$ cat config.mk
export PLATFORM = sky130hd
export DESIGN_NAME = dcec_top
export DESIGN_NICKNAME = d
export VERILOG_FILES = /design/src/rtl/dcec_pkg.sv /design/src/rtl/dcec_req_if.sv /design/src/rtl/dcec_top.sv /design/src/rtl/dcec_trig.sv /design/src/rtl/dcec_seq.sv
export VERILOG_INCLUDE_DIRS = /design/src /design/src/rtl
export SDC_FILE = /design/constraint.sdc
export NUM_CORES = 1
export LEC_CHECK = 0
export BUFFER_PORTS_ARGS = -buffer_cell sky130_fd_sc_hd__buf_2
export CORE_MARGIN = 5
export CORE_UTILIZATION = 50
export CTS_CLUSTER_DIAMETER = 40
export DETAILED_ROUTE_END_ITERATION = 8
export PLACE_DENSITY = 0.78
export SETUP_SLACK_MARGIN = 0.5
export SLEW_MARGIN = 10
export SYNTH_ARGS = -nofsm -noshare
export SYNTH_HDL_FRONTEND = slang
export SYNTH_HIERARCHICAL = 1
export SYNTH_SLANG_ARGS = --single-unit
export TNS_END_PERCENT = 1
$ cat constraint.sdc
create_clock -name REF_CLK -period 9.32 [get_ports REF_CLK]
set_input_delay 1.864 -clock REF_CLK [delete_from_list [all_inputs] [get_ports REF_CLK]]
set_output_delay 1.864 -clock REF_CLK [all_outputs]
set_load 0.02 [all_outputs]
$ cat src/rtl/dcec_defs.svh
// constants for the channel event control block
`ifndef DCEC_DEFS_SVH
`define DCEC_DEFS_SVH

// ============================================================
// register byte offsets
`define DCEC_OFF_ECON      4'h0
`define DCEC_OFF_ECON_CLR  4'h4
`define DCEC_OFF_ECON_SET  4'h8
`define DCEC_OFF_ECON_INV  4'hc
`define DCEC_OFF_IRQ_STAT  8'h10
`define DCEC_OFF_IRQ_MASK  8'h14
`define DCEC_OFF_CHAN      8'h18

// ============================================================
// event control fields
`define DCEC_ABORT_NUM_HI  23
`define DCEC_ABORT_NUM_LO  16
`define DCEC_START_NUM_HI  15
`define DCEC_START_NUM_LO  8
`define DCEC_BIT_FORCE_ST  7
`define DCEC_BIT_FORCE_AB  6
`define DCEC_BIT_PAT_EN    5
`define DCEC_BIT_START_EN  4
`define DCEC_BIT_ABORT_EN  3
`define DCEC_ECON_RW_MASK  32'h00ff_ff38
`define DCEC_NUM_RESET     8'hff

// ============================================================
// status bits
`define DCEC_ST_ABORT      0
`define DCEC_ST_START      1
`define DCEC_ST_PAT        2
`define DCEC_ST_WIDTH      3
`define DCEC_CHAN_EN_BIT   0
`define DCEC_CHAN_BUSY_BIT 1

`endif

$ cat src/rtl/dcec_pkg.sv
// types for the channel event control block
package dcec_pkg;
  typedef enum logic [1:0] {
    DCEC_IDLE,
    DCEC_RUN
  } dcec_state_e;
  typedef logic [7:0] dcec_irq_num_t;
endpackage

$ cat src/rtl/dcec_req_if.sv
// request bundle between trigger decode and channel sequencer
`timescale 1ns/10ps
interface dcec_req_if;
  logic start_req;
  logic abort_req;
  logic pat_abort;
  modport src (output start_req, output abort_req, output pat_abort);
  modport dst (input start_req, input abort_req, input pat_abort);
endinterface

$ cat src/rtl/dcec_top.sv
// channel event control block with wishbone register port
// Operation
// - abort number field 23-16; its interrupt aborts transfer and sets abort flag
// - start number field 15-8 selects interrupt that starts a transfer
// - start enable bit 4 gates the start interrupt
// - abort enable bit 3 gates the abort interrupt
// - writing one to bit 7 forces a transfer start
// - writing one to bit 6 forces a transfer abort
// - bits 7 and 6 are strobes and always read zero
// - pattern abort enable bit 5: match aborts and clears channel enable
// - bits 31-24 and 2-0 ignore writes, read zero
// - reset: number fields all ones, strobes and enables zero
// - clear, set and invert aliases at 0x4, 0x8, 0xc
//
// The implementer's own choices: the register offsets and the Wishbone register port.
`timescale 1ns/10ps
`include "dcec_defs.svh"
module dcec_top #(
  parameter int NUM_IRQ = 256
) (
  input  wire logic               REF_CLK,     // system clock
  input  wire logic               SYS_RST,     // async reset, high
  input  wire logic [31:0]        WB_ADR_I,    // byte address
  input  wire logic [31:0]        WB_DAT_I,    // write data
  output logic      [31:0]        WB_DAT_O,    // read data
  input  wire logic [3:0]         WB_SEL_I,    // byte lanes
  input  wire logic               WB_WE_I,     // write
  input  wire logic               WB_CYC_I,    // cycle
  input  wire logic               WB_STB_I,    // strobe
  output logic                    WB_ACK_O,    // acknowledge
  input  wire logic [NUM_IRQ-1:0] IRQ_LINES,   // interrupt sources
  input  wire logic               PAT_MATCH,   // pattern match pulse
  output logic                    START_REQ,   // start to engine
  output logic                    ABORT_REQ,   // abort to engine
  output logic                    CHAN_ABORT_FLAG, // channel abort flag
  output logic                    CHAN_BUSY,   // transfer running
  output logic                    IRQ          // interrupt out
);
  logic [31:0] econ_reg;
  logic        chan_en_reg;
  logic        abort_flag_reg;
  logic [`DCEC_ST_WIDTH-1:0] stat_reg;
  logic [`DCEC_ST_WIDTH-1:0] mask_reg;
  logic        ack_reg;
  logic [31:0] rdata_reg;
  logic        start_q_reg;
  logic        abort_q_reg;
  logic        busy_q_reg;
  logic        irq_reg;
  logic        force_start;
  logic        force_abort;
  logic        busy;
  logic        start_go;
  logic        abort_go;
  logic        wr_stb;
  logic [31:0] wmask;
  logic [31:0] wdata;
  logic [31:0] econ_next;
  logic [`DCEC_ST_WIDTH-1:0] events;
  logic        plain_hit;
  logic        clr_hit;
  logic        set_hit;
  logic        inv_hit;
  logic        stat_wr;
  logic        mask_wr;
  logic        chan_wr;
  logic        rd_req;

  dcec_req_if req_bus ();

  // ============================================================
  // byte-lane mask from sel
  function automatic logic [31:0] lane_mask(input logic [3:0] sel);
    lane_mask = {{8{sel[3]}}, {8{sel[2]}}, {8{sel[1]}}, {8{sel[0]}}};
  endfunction

  // full address match on one view of the event control register
  function automatic logic econ_view(input logic [31:0] adr, input logic [3:0] off);
    econ_view = (adr[31:4] == 28'h0) && (adr[3:0] == off);
  endfunction

  // low-byte match on the status, mask and channel registers
  function automatic logic reg_view(input logic [31:0] adr, input logic [7:0] off);
    reg_view = (adr[7:0] == off);
  endfunction

  assign wr_stb    = WB_CYC_I & WB_STB_I & WB_WE_I & ~ack_reg;
  assign rd_req    = WB_CYC_I & WB_STB_I & ~WB_WE_I & ~ack_reg;
  assign wmask     = lane_mask(WB_SEL_I);
  assign wdata     = WB_DAT_I & wmask;
  assign plain_hit = wr_stb & econ_view(WB_ADR_I, `DCEC_OFF_ECON);
  assign clr_hit   = wr_stb & econ_view(WB_ADR_I, `DCEC_OFF_ECON_CLR);
  assign set_hit   = wr_stb & econ_view(WB_ADR_I, `DCEC_OFF_ECON_SET);
  assign inv_hit   = wr_stb & econ_view(WB_ADR_I, `DCEC_OFF_ECON_INV);
  assign stat_wr   = wr_stb & reg_view(WB_ADR_I, `DCEC_OFF_IRQ_STAT) & WB_SEL_I[0];
  assign mask_wr   = wr_stb & reg_view(WB_ADR_I, `DCEC_OFF_IRQ_MASK) & WB_SEL_I[0];
  assign chan_wr   = wr_stb & reg_view(WB_ADR_I, `DCEC_OFF_CHAN) & WB_SEL_I[0];

  // clear alias leaves the strobes alone
  assign force_start = (plain_hit | set_hit | inv_hit) & wdata[`DCEC_BIT_FORCE_ST];
  assign force_abort = (plain_hit | set_hit | inv_hit) & wdata[`DCEC_BIT_FORCE_AB];

  // ============================================================
  // event control register with aliases
  always_comb begin
    econ_next = econ_reg;
    if (wr_stb && WB_ADR_I[31:4] == 28'h0) begin
      case (WB_ADR_I[3:0])
        `DCEC_OFF_ECON:     econ_next = (econ_reg & ~wmask) | wdata; // plain write
        `DCEC_OFF_ECON_CLR: econ_next = econ_reg & ~wdata;
        `DCEC_OFF_ECON_SET: econ_next = econ_reg | wdata;
        `DCEC_OFF_ECON_INV: econ_next = econ_reg ^ wdata;
        default:            econ_next = econ_reg;
      endcase
    end
    econ_next = econ_next & `DCEC_ECON_RW_MASK;
  end

  always_ff @(posedge REF_CLK or posedge SYS_RST) begin
    if (SYS_RST) begin
      econ_reg <= {8'h00, `DCEC_NUM_RESET, `DCEC_NUM_RESET, 8'h00};
    end else begin
      econ_reg <= econ_next;
    end
  end

  // ============================================================
  // channel enable: software sets, pattern abort clears
  always_ff @(posedge REF_CLK or posedge SYS_RST) begin
    if (SYS_RST) begin
      chan_en_reg <= 1'b0;
    end else if (req_bus.pat_abort) begin
      chan_en_reg <= 1'b0;
    end else if (chan_wr) begin
      chan_en_reg <= WB_DAT_I[`DCEC_CHAN_EN_BIT];
    end
  end

  // ============================================================
  // abort flag: set by abort, cleared by status write; set wins
  assign events = {PAT_MATCH & econ_reg[`DCEC_BIT_PAT_EN], start_go, abort_go};

  always_ff @(posedge REF_CLK or posedge SYS_RST) begin
    if (SYS_RST) begin
      stat_reg <= '0;
    end else if (stat_wr) begin
      stat_reg <= (stat_reg & ~WB_DAT_I[`DCEC_ST_WIDTH-1:0]) | events;
    end else begin
      stat_reg <= stat_reg | events;
    end
  end

  always_ff @(posedge REF_CLK or posedge SYS_RST) begin
    if (SYS_RST) begin
      abort_flag_reg <= 1'b0;
    end else begin
      abort_flag_reg <= stat_reg[`DCEC_ST_ABORT] | events[`DCEC_ST_ABORT];
    end
  end

  always_ff @(posedge REF_CLK or posedge SYS_RST) begin
    if (SYS_RST) begin
      mask_reg <= '0;
    end else if (mask_wr) begin
      mask_reg <= WB_DAT_I[`DCEC_ST_WIDTH-1:0];
    end
  end

  always_ff @(posedge REF_CLK or posedge SYS_RST) begin
    if (SYS_RST) begin
      irq_reg <= 1'b0;
    end else begin
      irq_reg <= |(stat_reg & mask_reg);
    end
  end

  // ============================================================
  // trigger decode and sequencer
  dcec_trig #(.NUM_IRQ(NUM_IRQ)) u_trig (
    .clk         (REF_CLK),
    .rst         (SYS_RST),
    .irq_lines   (IRQ_LINES),
    .econ        (econ_reg),
    .force_start (force_start),
    .force_abort (force_abort),
    .pat_match   (PAT_MATCH),
    .req         (req_bus.src)
  );

  dcec_seq u_seq (
    .clk      (REF_CLK),
    .rst      (SYS_RST),
    .chan_en  (chan_en_reg),
    .req      (req_bus.dst),
    .busy     (busy),
    .start_go (start_go),
    .abort_go (abort_go)
  );

  // ============================================================
  // registered outputs toward the engine
  always_ff @(posedge REF_CLK or posedge SYS_RST) begin
    if (SYS_RST) begin
      start_q_reg <= 1'b0;
      abort_q_reg <= 1'b0;
      busy_q_reg  <= 1'b0;
    end else begin
      start_q_reg <= start_go;
      abort_q_reg <= abort_go;
      busy_q_reg  <= busy;
    end
  end

  // ============================================================
  // wishbone slave: one wait state, unmapped reads zero
  always_ff @(posedge REF_CLK or posedge SYS_RST) begin
    if (SYS_RST) begin
      ack_reg <= 1'b0;
    end else begin
      ack_reg <= WB_CYC_I & WB_STB_I & ~ack_reg;
    end
  end

  always_ff @(posedge REF_CLK or posedge SYS_RST) begin
    if (SYS_RST) begin
      rdata_reg <= '0;
    end else if (WB_CYC_I && WB_STB_I && !ack_reg) begin
      case (WB_ADR_I[7:0])
        {4'h0, `DCEC_OFF_ECON}, {4'h0, `DCEC_OFF_ECON_CLR},
        {4'h0, `DCEC_OFF_ECON_SET}, {4'h0, `DCEC_OFF_ECON_INV}: rdata_reg <= econ_reg;
        `DCEC_OFF_IRQ_STAT: rdata_reg <= {29'h0, stat_reg};
        `DCEC_OFF_IRQ_MASK: rdata_reg <= {29'h0, mask_reg};
        `DCEC_OFF_CHAN:     rdata_reg <= {30'h0, busy, chan_en_reg};
        default:            rdata_reg <= '0;
      endcase
    end
  end

  assign WB_ACK_O        = ack_reg;
  assign WB_DAT_O        = rdata_reg;
  assign START_REQ       = start_q_reg;
  assign ABORT_REQ       = abort_q_reg;
  assign CHAN_ABORT_FLAG = abort_flag_reg;
  assign CHAN_BUSY       = busy_q_reg;
  assign IRQ             = irq_reg;

  // ============================================================
  // event control register checks
  a_strobe_reads0: assert property (@(posedge REF_CLK) disable iff (SYS_RST)
    econ_reg[`DCEC_BIT_FORCE_ST:`DCEC_BIT_FORCE_AB] == 2'b00)
    else $error("force strobes held in register");
  a_unused_zero: assert property (@(posedge REF_CLK) disable iff (SYS_RST)
    econ_reg[31:24] == 8'h00 && econ_reg[2:0] == 3'h0)
    else $error("unimplemented bits nonzero");
  a_plain_write: assert property (@(posedge REF_CLK) disable iff (SYS_RST)
    plain_hit |=> econ_reg == ((($past(econ_reg) & ~$past(wmask)) | $past(wdata)) & `DCEC_ECON_RW_MASK))
    else $error("plain write failed");
  a_clr_alias: assert property (@(posedge REF_CLK) disable iff (SYS_RST)
    clr_hit |=> (econ_reg & $past(wdata)) == 32'h0)
    else $error("clear alias failed");
  a_set_alias: assert property (@(posedge REF_CLK) disable iff (SYS_RST)
    set_hit |=> ((econ_reg & $past(wdata) & `DCEC_ECON_RW_MASK) == ($past(wdata) & `DCEC_ECON_RW_MASK)))
    else $error("set alias failed");
  a_inv_alias: assert property (@(posedge REF_CLK) disable iff (SYS_RST)
    inv_hit |=> econ_reg == (($past(econ_reg) ^ $past(wdata)) & `DCEC_ECON_RW_MASK))
    else $error("invert alias failed");
  a_econ_steady: assert property (@(posedge REF_CLK) disable iff (SYS_RST)
    !(plain_hit || clr_hit || set_hit || inv_hit) |=> $stable(econ_reg))
    else $error("event control changed without write");
  a_econ_readback: assert property (@(posedge REF_CLK) disable iff (SYS_RST)
    (rd_req && econ_view(WB_ADR_I, `DCEC_OFF_ECON)) |=> WB_DAT_O == $past(econ_reg))
    else $error("event control read wrong");

  // ============================================================
  // register port checks
  a_ack_pulse: assert property (@(posedge REF_CLK) disable iff (SYS_RST)
    WB_ACK_O |=> !WB_ACK_O)
    else $error("ack longer than one cycle");
  a_ack_answer: assert property (@(posedge REF_CLK) disable iff (SYS_RST)
    (WB_CYC_I && WB_STB_I && !WB_ACK_O) |=> WB_ACK_O)
    else $error("request not answered");
  a_ack_asked: assert property (@(posedge REF_CLK) disable iff (SYS_RST)
    WB_ACK_O |-> $past(WB_CYC_I && WB_STB_I))
    else $error("ack without request");
  a_dat_hold: assert property (@(posedge REF_CLK) disable iff (SYS_RST)
    !(WB_CYC_I && WB_STB_I && !WB_ACK_O) |=> $stable(WB_DAT_O))
    else $error("read data moved while idle");
  a_read_stat: assert property (@(posedge REF_CLK) disable iff (SYS_RST)
    (rd_req && reg_view(WB_ADR_I, `DCEC_OFF_IRQ_STAT)) |=> WB_DAT_O == {29'h0, $past(stat_reg)})
    else $error("status read wrong");
  a_read_chan: assert property (@(posedge REF_CLK) disable iff (SYS_RST)
    (rd_req && reg_view(WB_ADR_I, `DCEC_OFF_CHAN)) |=> WB_DAT_O == {30'h0, $past(busy), $past(chan_en_reg)})
    else $error("channel read wrong");

  // ============================================================
  // status, mask and interrupt checks
  a_stat_sticky: assert property (@(posedge REF_CLK) disable iff (SYS_RST)
    !stat_wr |=> (($past(stat_reg) & ~stat_reg) == '0))
    else $error("status bit dropped without clear");
  a_set_wins: assert property (@(posedge REF_CLK) disable iff (SYS_RST)
    (|events) |=> ((stat_reg & $past(events)) == $past(events)))
    else $error("event lost against clear");
  a_w1c_clear: assert property (@(posedge REF_CLK) disable iff (SYS_RST)
    stat_wr |=> ((stat_reg & $past(WB_DAT_I[`DCEC_ST_WIDTH-1:0] & ~events)) == '0))
    else $error("status clear failed");
  a_mask_write: assert property (@(posedge REF_CLK) disable iff (SYS_RST)
    mask_wr |=> mask_reg == $past(WB_DAT_I[`DCEC_ST_WIDTH-1:0]))
    else $error("mask write failed");
  a_irq_level: assert property (@(posedge REF_CLK) disable iff (SYS_RST)
    1'b1 |=> IRQ == $past(|(stat_reg & mask_reg)))
    else $error("interrupt level wrong");
  a_flag_follows: assert property (@(posedge REF_CLK) disable iff (SYS_RST)
    stat_reg[`DCEC_ST_ABORT] |=> CHAN_ABORT_FLAG)
    else $error("abort flag not shown");
  a_pat_stat: assert property (@(posedge REF_CLK) disable iff (SYS_RST)
    req_bus.pat_abort |=> stat_reg[`DCEC_ST_PAT])
    else $error("pattern abort not recorded");
  a_start_stat: assert property (@(posedge REF_CLK) disable iff (SYS_RST)
    start_go |=> stat_reg[`DCEC_ST_START])
    else $error("start not recorded");

  // ============================================================
  // channel checks
  a_pat_clears_en: assert property (@(posedge REF_CLK) disable iff (SYS_RST)
    (PAT_MATCH && econ_reg[`DCEC_BIT_PAT_EN]) |=> !chan_en_reg)
    else $error("pattern abort left channel enabled");
  a_chan_write: assert property (@(posedge REF_CLK) disable iff (SYS_RST)
    (chan_wr && !req_bus.pat_abort) |=> chan_en_reg == $past(WB_DAT_I[`DCEC_CHAN_EN_BIT]))
    else $error("channel enable write failed");
  a_start_needs_en: assert property (@(posedge REF_CLK) disable iff (SYS_RST)
    START_REQ |-> $past(chan_en_reg))
    else $error("start with channel disabled");
  a_force_start: assert property (@(posedge REF_CLK) disable iff (SYS_RST)
    (force_start && chan_en_reg && !abort_go) |=> START_REQ ##1 CHAN_BUSY)
    else $error("forced start not issued");
  a_abort_flag: assert property (@(posedge REF_CLK) disable iff (SYS_RST)
    abort_go |-> ##1 ABORT_REQ ##1 CHAN_ABORT_FLAG)
    else $error("abort flag not set");
  a_abort_stops: assert property (@(posedge REF_CLK) disable iff (SYS_RST)
    ABORT_REQ |=> !CHAN_BUSY)
    else $error("transfer running after abort");
  a_no_start_abort: assert property (@(posedge REF_CLK) disable iff (SYS_RST)
    !(START_REQ && ABORT_REQ))
    else $error("start and abort together");
endmodule

$ cat src/rtl/dcec_trig.sv
// trigger selection: picks start and abort interrupt lines
`timescale 1ns/10ps
`include "dcec_defs.svh"
module dcec_trig #(
  parameter int NUM_IRQ = 256
) (
  input  wire logic                   clk,         // system clock
  input  wire logic                   rst,         // async reset
  input  wire logic [NUM_IRQ-1:0]     irq_lines,   // interrupt sources
  input  wire logic [31:0]            econ,        // event control value
  input  wire logic                   force_start, // write strobe
  input  wire logic                   force_abort, // write strobe
  input  wire logic                   pat_match,   // pattern match pulse
  dcec_req_if.src                     req          // to sequencer
);
  logic [NUM_IRQ-1:0] irq_prev_reg;
  dcec_pkg::dcec_irq_num_t start_num;
  dcec_pkg::dcec_irq_num_t abort_num;
  logic start_hit;
  logic abort_hit;

  // ============================================================
  // rising edge detect on the selected start and abort interrupt lines
  always_ff @(posedge clk or posedge rst) begin
    if (rst) begin
      irq_prev_reg <= '0;
    end else begin
      irq_prev_reg <= irq_lines;
    end
  end

  assign start_num = econ[`DCEC_START_NUM_HI:`DCEC_START_NUM_LO];
  assign abort_num = econ[`DCEC_ABORT_NUM_HI:`DCEC_ABORT_NUM_LO];
  assign start_hit = irq_lines[start_num] & ~irq_prev_reg[start_num];
  assign abort_hit = irq_lines[abort_num] & ~irq_prev_reg[abort_num];

  assign req.start_req = (start_hit & econ[`DCEC_BIT_START_EN]) | force_start;
  assign req.abort_req = (abort_hit & econ[`DCEC_BIT_ABORT_EN]) | force_abort;
  assign req.pat_abort = pat_match & econ[`DCEC_BIT_PAT_EN];

  a_start_gated: assert property (@(posedge clk) disable iff (rst)
    (req.start_req && !force_start) |-> econ[`DCEC_BIT_START_EN])
    else $error("start request without start enable");
  a_abort_gated: assert property (@(posedge clk) disable iff (rst)
    (req.abort_req && !force_abort) |-> econ[`DCEC_BIT_ABORT_EN])
    else $error("abort request without abort enable");
  a_pat_gated: assert property (@(posedge clk) disable iff (rst)
    req.pat_abort |-> econ[`DCEC_BIT_PAT_EN])
    else $error("pattern abort while disabled");
endmodule

$ cat src/rtl/dcec_seq.sv
// channel sequencer: running state and abort priority
`timescale 1ns/10ps
module dcec_seq (
  input  wire logic clk,        // system clock
  input  wire logic rst,        // async reset
  input  wire logic chan_en,    // channel enable
  dcec_req_if.dst   req,        // trigger requests
  output logic      busy,       // transfer running
  output logic      start_go,   // start accepted this cycle
  output logic      abort_go    // abort taken this cycle
);
  dcec_pkg::dcec_state_e state_reg;
  logic any_abort;

  assign any_abort = req.abort_req | req.pat_abort;
  assign abort_go  = any_abort;
  assign start_go  = req.start_req & chan_en & ~any_abort;
  assign busy      = (state_reg == dcec_pkg::DCEC_RUN);

  // ============================================================
  // run state; abort wins over start
  always_ff @(posedge clk or posedge rst) begin
    if (rst) begin
      state_reg <= dcec_pkg::DCEC_IDLE;
    end else begin
      case (state_reg)
        dcec_pkg::DCEC_IDLE: begin
          if (start_go) begin
            state_reg <= dcec_pkg::DCEC_RUN;
          end
        end
        dcec_pkg::DCEC_RUN: begin
          if (any_abort || !chan_en) begin
            state_reg <= dcec_pkg::DCEC_IDLE;
          end
        end
        default: state_reg <= dcec_pkg::DCEC_IDLE;
      endcase
    end
  end

  a_abort_wins: assert property (@(posedge clk) disable iff (rst)
    any_abort |=> !busy)
    else $error("transfer still running after abort");
endmodule

==> out/results.ini, run 1 <==
[routing]
drc = 0
wl_um = 56500
drtPass1Iterations = 6
drtAntennaViolNets = 0
routed_via_density = 6.20
first_iter_violations = 1414
vias = 14300
post_drt_wl_per_cell_um = 24.5

[worst_setup_path]
critPathTopFamily = simple AND/OR/NAND/NOR gates
crit_slowest_cell = or4_4
startpoint = WB_STB_I
worstPathCellList = buf_2, nand3b_1, or4_4, nor3_1, and4_1, a211oi_1, nand4_1, nor3_1, o311ai_0, nor2_2, and3_1, a21o_1
reg2reg_to = stat_reg[1]
cp-end-kind = flop
path_max_fanout = 26
crit_buf_inv = 1
cp_common_cell = nor3_1
rrSetupSlack_ns = 4.53
worstSetupPathType = in2reg
slowest_delay_ns = 0.92
crit_arrival_ns = 5.80
crit_required_ns = 9.75
r2r_cells = 11
cp-start-kind = input pin
worstReg2RegStart = econ_reg[17]

[logic_synthesis]
ys.flop_type = dfrtp_1
yosysTopAreaCell = dfrtp_1
yosysUniqueCellTypes = 76
synth_top_area_share_pct = 44.9
post_synth.cell_area_avg_um2 = 11.0
seq_area_frac_synth_pct = 47.5
synth_area_leaders = dfrtp_1 (45%), mux4_2 (8.2%), nand2b_1 (5.4%), nand3b_1 (3.6%), mux2i_1 (3.1%)
syn_inst = 1489
synth_seq_cells = 311
synth-edff-count = 0
synth-warning-count = 6
synth-async-reset-ratio_pct = 100
synth_area_um2 = 16400

[floorplanning]
num_rows = 66
die_height_um = 191
core_area_um2 = 32500
dieArea_um2 = 36600
ios = 368
start_util_pct = 50.5
die_w_um = 191

[timing]
fin_crit_ns = 5.37
clock.fmax_mhz = 186
finClkSkew_ns = 0.0194
setup_viol = 0
min_period_over_period_pct = 57.6
relSlewSlack_pct = 18.3
drv_slew = 0
grt_setup_unrepaired = false
tns_ns = 0
hold_viol_final = 0
holdWs_ns = 0.448
max_slew.worst_pin.slew_ns = 1.22

[status]
status = finished, final reports clean

[global_route]
grt_pass1_wl_um = 84400
grt_start_max_net_pins = 81
antenna_found_initial = 23
globalRouteTotalUtil_pct = 30.0
overflow = 0
grt_pass1_vias = 14600

[cells_and_area]
final_design_area_no_fill_um2 = 20000
drive_gt1_share_pct = 30.3
nets = 2183
largest_reg_flops = 256
nFillCells = 2583
synthToLayoutAreaGrowth_pct = 21.9

[clock_network]
cts.sinks = 311
cts_max_level = 2
post_cts_resized = 0
cts_tree = done
path_clk_slew_ns = 0.06
hold_buffers = 0
root_buffer = clkbuf_16
cts.path.max_buffers = 3
cts_buffers = 47
cts_setup_buffers = 0
clock_latency_ns = 0.55

[flow_run]
maxCapViolCount = 0

[power]
p_leak_nw = 8.82
ir_worst_vdd_uv = 163
powerDensity_nw_per_um2 = 172

[hold_path]
hold_path.class = reg2reg
whs_path_depth = 0
worstHoldStart = u_seq/state_reg[0]
min_to = CHAN_BUSY

[placement]
finalWeightedCongestion = 0.907
hpwl_um = 40100
port_buffers = 348
place_area_um2 = 18400

==> metal layers <==
metal  vias up  GRT usage [%]  wire, um
met3       196           7.63      5550
li1       6165              -         -
met1      7069           37.7     21400
met5         -              0       147
met4        20           12.5      2290
met2       865           49.8     27200
==> layout by cell type (no fill, tap or decap), drive strengths merged, types with 17 or more instances in the layout <==
| cell type | instances |
|---|---|
| ha | 38 |
| nor2b | 36 |
| nand3b | 79 |
| nor2 | 30 |
| o21ai | 84 |
| a21oi | 36 |
| nand2 | 90 |
| o211ai | 17 |
| o22ai | 19 |
| a311oi | 21 |
| mux4 | 60 |
| inv | 90 |
| o311ai | 18 |
| buf | 366 |
| mux2i | 51 |
| nor3 | 17 |
| nand2b | 141 |
| nor3b | 58 |
| clkbuf | 54 |
| dfrtp | 295 |
==> per-stage QoR <==
stage | total power [mW] | util [%] | std cells | setup WS (ns)
after global placement | 1.73 | 56.7 | 2208 | 3.41
final | 3.44 | 61.6 | 2310 | 3.95
after floorplan | 1.60 | - | 1498 | 4.08
after CTS | 3.46 | 61.4 | 2294 | 3.92
after detailed placement | 1.74 | 56.7 | 2208 | 3.37
after global routing | 3.56 | 61.5 | 2306 | 3.71
==> synthesized netlist by cell type (all sizes together) (18+ instances only) <==
cell type / number
o21ai: 84
buf: 57
mux4: 60
o311ai: 18
nor3b: 58
a21oi: 36
nand3b: 79
nand2b: 141
clkbuf: 41
ha: 38
nand2: 90
a311oi: 21
o22ai: 19
nor2b: 36
dfrtp: 295
mux2i: 51
inv: 77
nor2: 30
==> report_power, final <==
| part | internal [mW] | switching, mW |
|---|---|---|
| combinational | 0.131 | 0.162 |
| sequential | 1.41 | 0.0197 |
| clock | 1.03 | 0.692 |
| total | 2.57 | 0.873 |
==> worst max-delay path by stage <==
stage,to,depth (start not counted)
3_5_place_dp,stat_reg[1],12
3_3_place_gp,stat_reg[1],12
4_1_cts,stat_reg[1],12
2_1_floorplan,u_trig/irq_prev_reg[0],1
6_report,stat_reg[1],12
5_1_grt,stat_reg[1],12
==> cells by family after synthesis <==
group	after synthesis	synth area share (%)
AND/OR/NAND/NOR	537	20.0
flip-flops	311	47.5
AO/OA/AOI/OAI	301	12.7
buffers and inverters	176	4.68
multiplexers	125	12.3
adder cells (fa/ha/maj)	38	2.89
other	1	0.0228
==> layout make-up <==
class | instances | area, um^2 | area share (%)
Sequential cell | 311 | 7810 | 39.0
Inverter | 78 | 297 | 1.48
Timing Repair Buffer | 366 | 1880 | 9.37
Antenna cell | 16 | 40.0 | 0.200
Tap cell | 442 | 553 | 2.76
Clock inverter | 32 | 284 | 1.42
Multi-Input combinational cell | 1011 | 7900 | 39.5
Clock buffer | 54 | 1260 | 6.32
Note: power is estimated with default switching activity, not from simulation.
==> inputs of run 2 (changes only) <==
clock period = 4.78 ns   (was 9.32 ns; I/O delays follow)
==> run 2 against run 1 <==
  * Die area stayed put
  * Setup slack worse by 3.2 ns
  * Via count is 0.86% lower
  * Cell area is 0.51% higher
  * Sequential cell count stayed put
  * Total power is 92% higher
  * First-iteration DRC count is 0.35% higher
  * Combinational power is 97% higher
==> out/results.ini, run 2 (synthesis gave the netlist of run 1 again) <==
[status]
status = finished, final reports clean

[cells_and_area]
final_design_area_no_fill_um2 = 20100  ; +0.51%
final_util_pct = 61.9  ; +0.31 points
final_common_cell = buf_2
instances_no_fill = 2318  ; +0.35%
largest_reg_flops = 256  ; unchanged
synthToLayoutAreaGrowth_pct = 22.5
drive_gt1_share_pct = 30.9  ; +0.54 points
mostFrequentLayoutCells = buf_2 (348), dfrtp_1 (295), nand2b_1 (141)
nets = 2201  ; +0.82%

[floorplanning]
dieArea_um2 = 36600  ; unchanged
die_height_um = 191  ; unchanged
die_w_um = 191  ; unchanged
num_rows = 66  ; unchanged
ios = 368  ; unchanged
start_util_pct = 50.5  ; unchanged
core_area_um2 = 32500  ; unchanged

[worst_setup_path]
crit_required_ns = 5.19  ; -4.56 ns
slowest_delay_ns = 0.85  ; -0.07 ns
endpoint = stat_reg[1]
critPathTopFamily = compound AO/OA/AOI/OAI gates
r2r_cells = 11  ; unchanged
cp-end-kind = flop
crit_buf_inv = 2  ; +1
crit_arrival_ns = 4.49  ; -1.31 ns
worstPathCellList = inv_2, mux4_2, a221oi_1, o21ai_0, a21oi_1, nor3_1, o311ai_1, buf_4, nor2_2, and3_1, a21o_1
path_max_fanout = 34  ; +31%
reg2reg_to = stat_reg[1]
cp-start-kind = flop
rrSetupSlack_ns = 0.71  ; -3.82 ns
startpoint = econ_reg[17]
worstSetupPathType = reg2reg
cp.depth = 11  ; -1
crit_slowest_cell = dfstp_4
worstReg2RegStart = econ_reg[17]

[routing]
routed_via_density = 6.12  ; -1.2%
wl_met3_um = 5910  ; +6.6%
first_iter_violations = 1419  ; +0.35%
vias = 14200  ; -0.86%
maxUsedRoutingLayer = met5
drtPass1Iterations = 5  ; -1
wl_met2_um = 26300  ; -3.1%
drtAntennaViolNets = 0  ; unchanged
post_drt_wl_per_cell_um = 24.2  ; -1.3%
wl_um = 56000  ; -0.93%
wl_met1_um = 20900  ; -2.1%
drc = 0  ; unchanged

[flow_run]
maxCapViolCount = 0  ; unchanged

[global_route]
globalRouteTotalUtil_pct = 29.7  ; -0.32 points
grt_start_max_net_pins = 98  ; +21%
grt_pass1_wl_um = 83000  ; -1.7%
grt_pass1_vias = 14600  ; -0.38%
antenna_found_initial = 28  ; +22%
overflow = 0  ; unchanged

[clock_network]
clock_latency_ns = 0.55  ; about the same
cts_max_level = 2  ; unchanged
cts_setup_buffers = 0  ; unchanged
path_clk_slew_ns = 0.05  ; about the same
cts.path.max_buffers = 3  ; unchanged
cts.sinks = 311  ; unchanged
cts_buffers = 44  ; -6.4%
root_buffer = clkbuf_16
cts_tree = done

[timing]
max_slew.worst_pin.slew_ns = 1.18  ; -0.0438 ns
fin_crit_ns = 4.07
tns_ns = 0  ; unchanged
clock.fmax_mhz = 245
finClkSkew_ns = 0.0218  ; +0.00239 ns
setup_viol = 0  ; unchanged
drv_slew = 0  ; unchanged
min_period_over_period_pct = 85.2
relSlewSlack_pct = 21.3  ; +2.9 points
hold_viol_final = 0  ; unchanged
grt_setup_unrepaired = false

[power]
ir_worst_vdd_uv = 387  ; +140%
power_mw = 6.60  ; +92%
powerDensity_nw_per_um2 = 328  ; +91%
p_leak_nw = 8.89  ; +0.82%

[placement]
place_area_um2 = 18600  ; +1.1%
finalWeightedCongestion = 0.928  ; +2.3%
port_buffers = 348  ; unchanged
place_inst = 2229  ; +0.95%
hpwl_um = 41700  ; +3.9%

[hold_path]
hold_path.class = in2async

==> run 2: cell types whose count changed in the layout (fill, tap and decap cells not counted), moves of 2 or more <==
cell	change
diode_2	-5
clkbuf_16	-4
buf_4	+18
bufinv_16	+2
clkbuf_8	+2
buf_12	+3
inv_6	-7
==> run 2: worst reg2reg max path, stage by stage (launching register included) <==
cell	delay, ns
dfstp_4	0.85
inv_2	0.34
mux4_2	0.53
a221oi_1	0.54
o21ai_0	0.23
a21oi_1	0.32
nor3_1	0.11
o311ai_1	0.44
buf_4	0.20
nor2_2	0.05
and3_1	0.19
a21o_1	0.16
==> run 2: per-stage QoR <==
step / hold WS (ns) / setup WS, ns
floorplan: 0.375 / 0.452
finish: 0.299 / 0.705
CTS: 0.281 / 0.599
detailed placement: 0.426 / 0.432
global placement: 0.415 / 0.570
global route: 0.298 / 0.544
==> run 2: timing repair <==
action / in CTS / in global routing
hold buffers: 0 / 0
setup endpoints to repair: 0 / 1
gates resized for setup: 0 / 1
==> run 2: final cells by class <==
cell class / instances / area, um^2
multi-input combinational: 1011 / 7900
fill: 2666 / 12400
sequential: 311 / 7810
clock inverter: 27 / 279
antenna: 11 / 27.5
tap: 442 / 553
timing repair buffer: 387 / 2070
inverter: 78 / 297
clock buffer: 51 / 1190
==> run 2: how the worst min path moves through the flow <==
| stage | from | endpoint | slack, ns | cells past startpoint |
|---|---|---|---|---|
| after global routing | SYS_RST | u_seq/state_reg[0] | 0.30 | 2 |
| after floorplan | u_seq/state_reg[0] | CHAN_BUSY | 0.37 | 0 |
| after global placement | u_seq/state_reg[0] | CHAN_BUSY | 0.41 | 0 |
| after detailed placement | u_seq/state_reg[0] | CHAN_BUSY | 0.43 | 0 |
| after CTS | SYS_RST | u_seq/state_reg[0] | 0.28 | 2 |
| final | SYS_RST | u_seq/state_reg[0] | 0.30 | 2 |
==> run 2: layer usage <==
metal	vias up	track usage, %
li1	6188	-
met1	6909	36.8
met2	857	48.5
met3	202	8.44
met4	36	13.5
met5	-	0
==> run 2: where the power goes <==
part	internal, mW	switching [mW]	total (mW)
logic	0.261	0.316	0.577
clock network	1.97	1.27	3.24
registers	2.75	0.0365	2.78
total	4.98	1.63	6.60
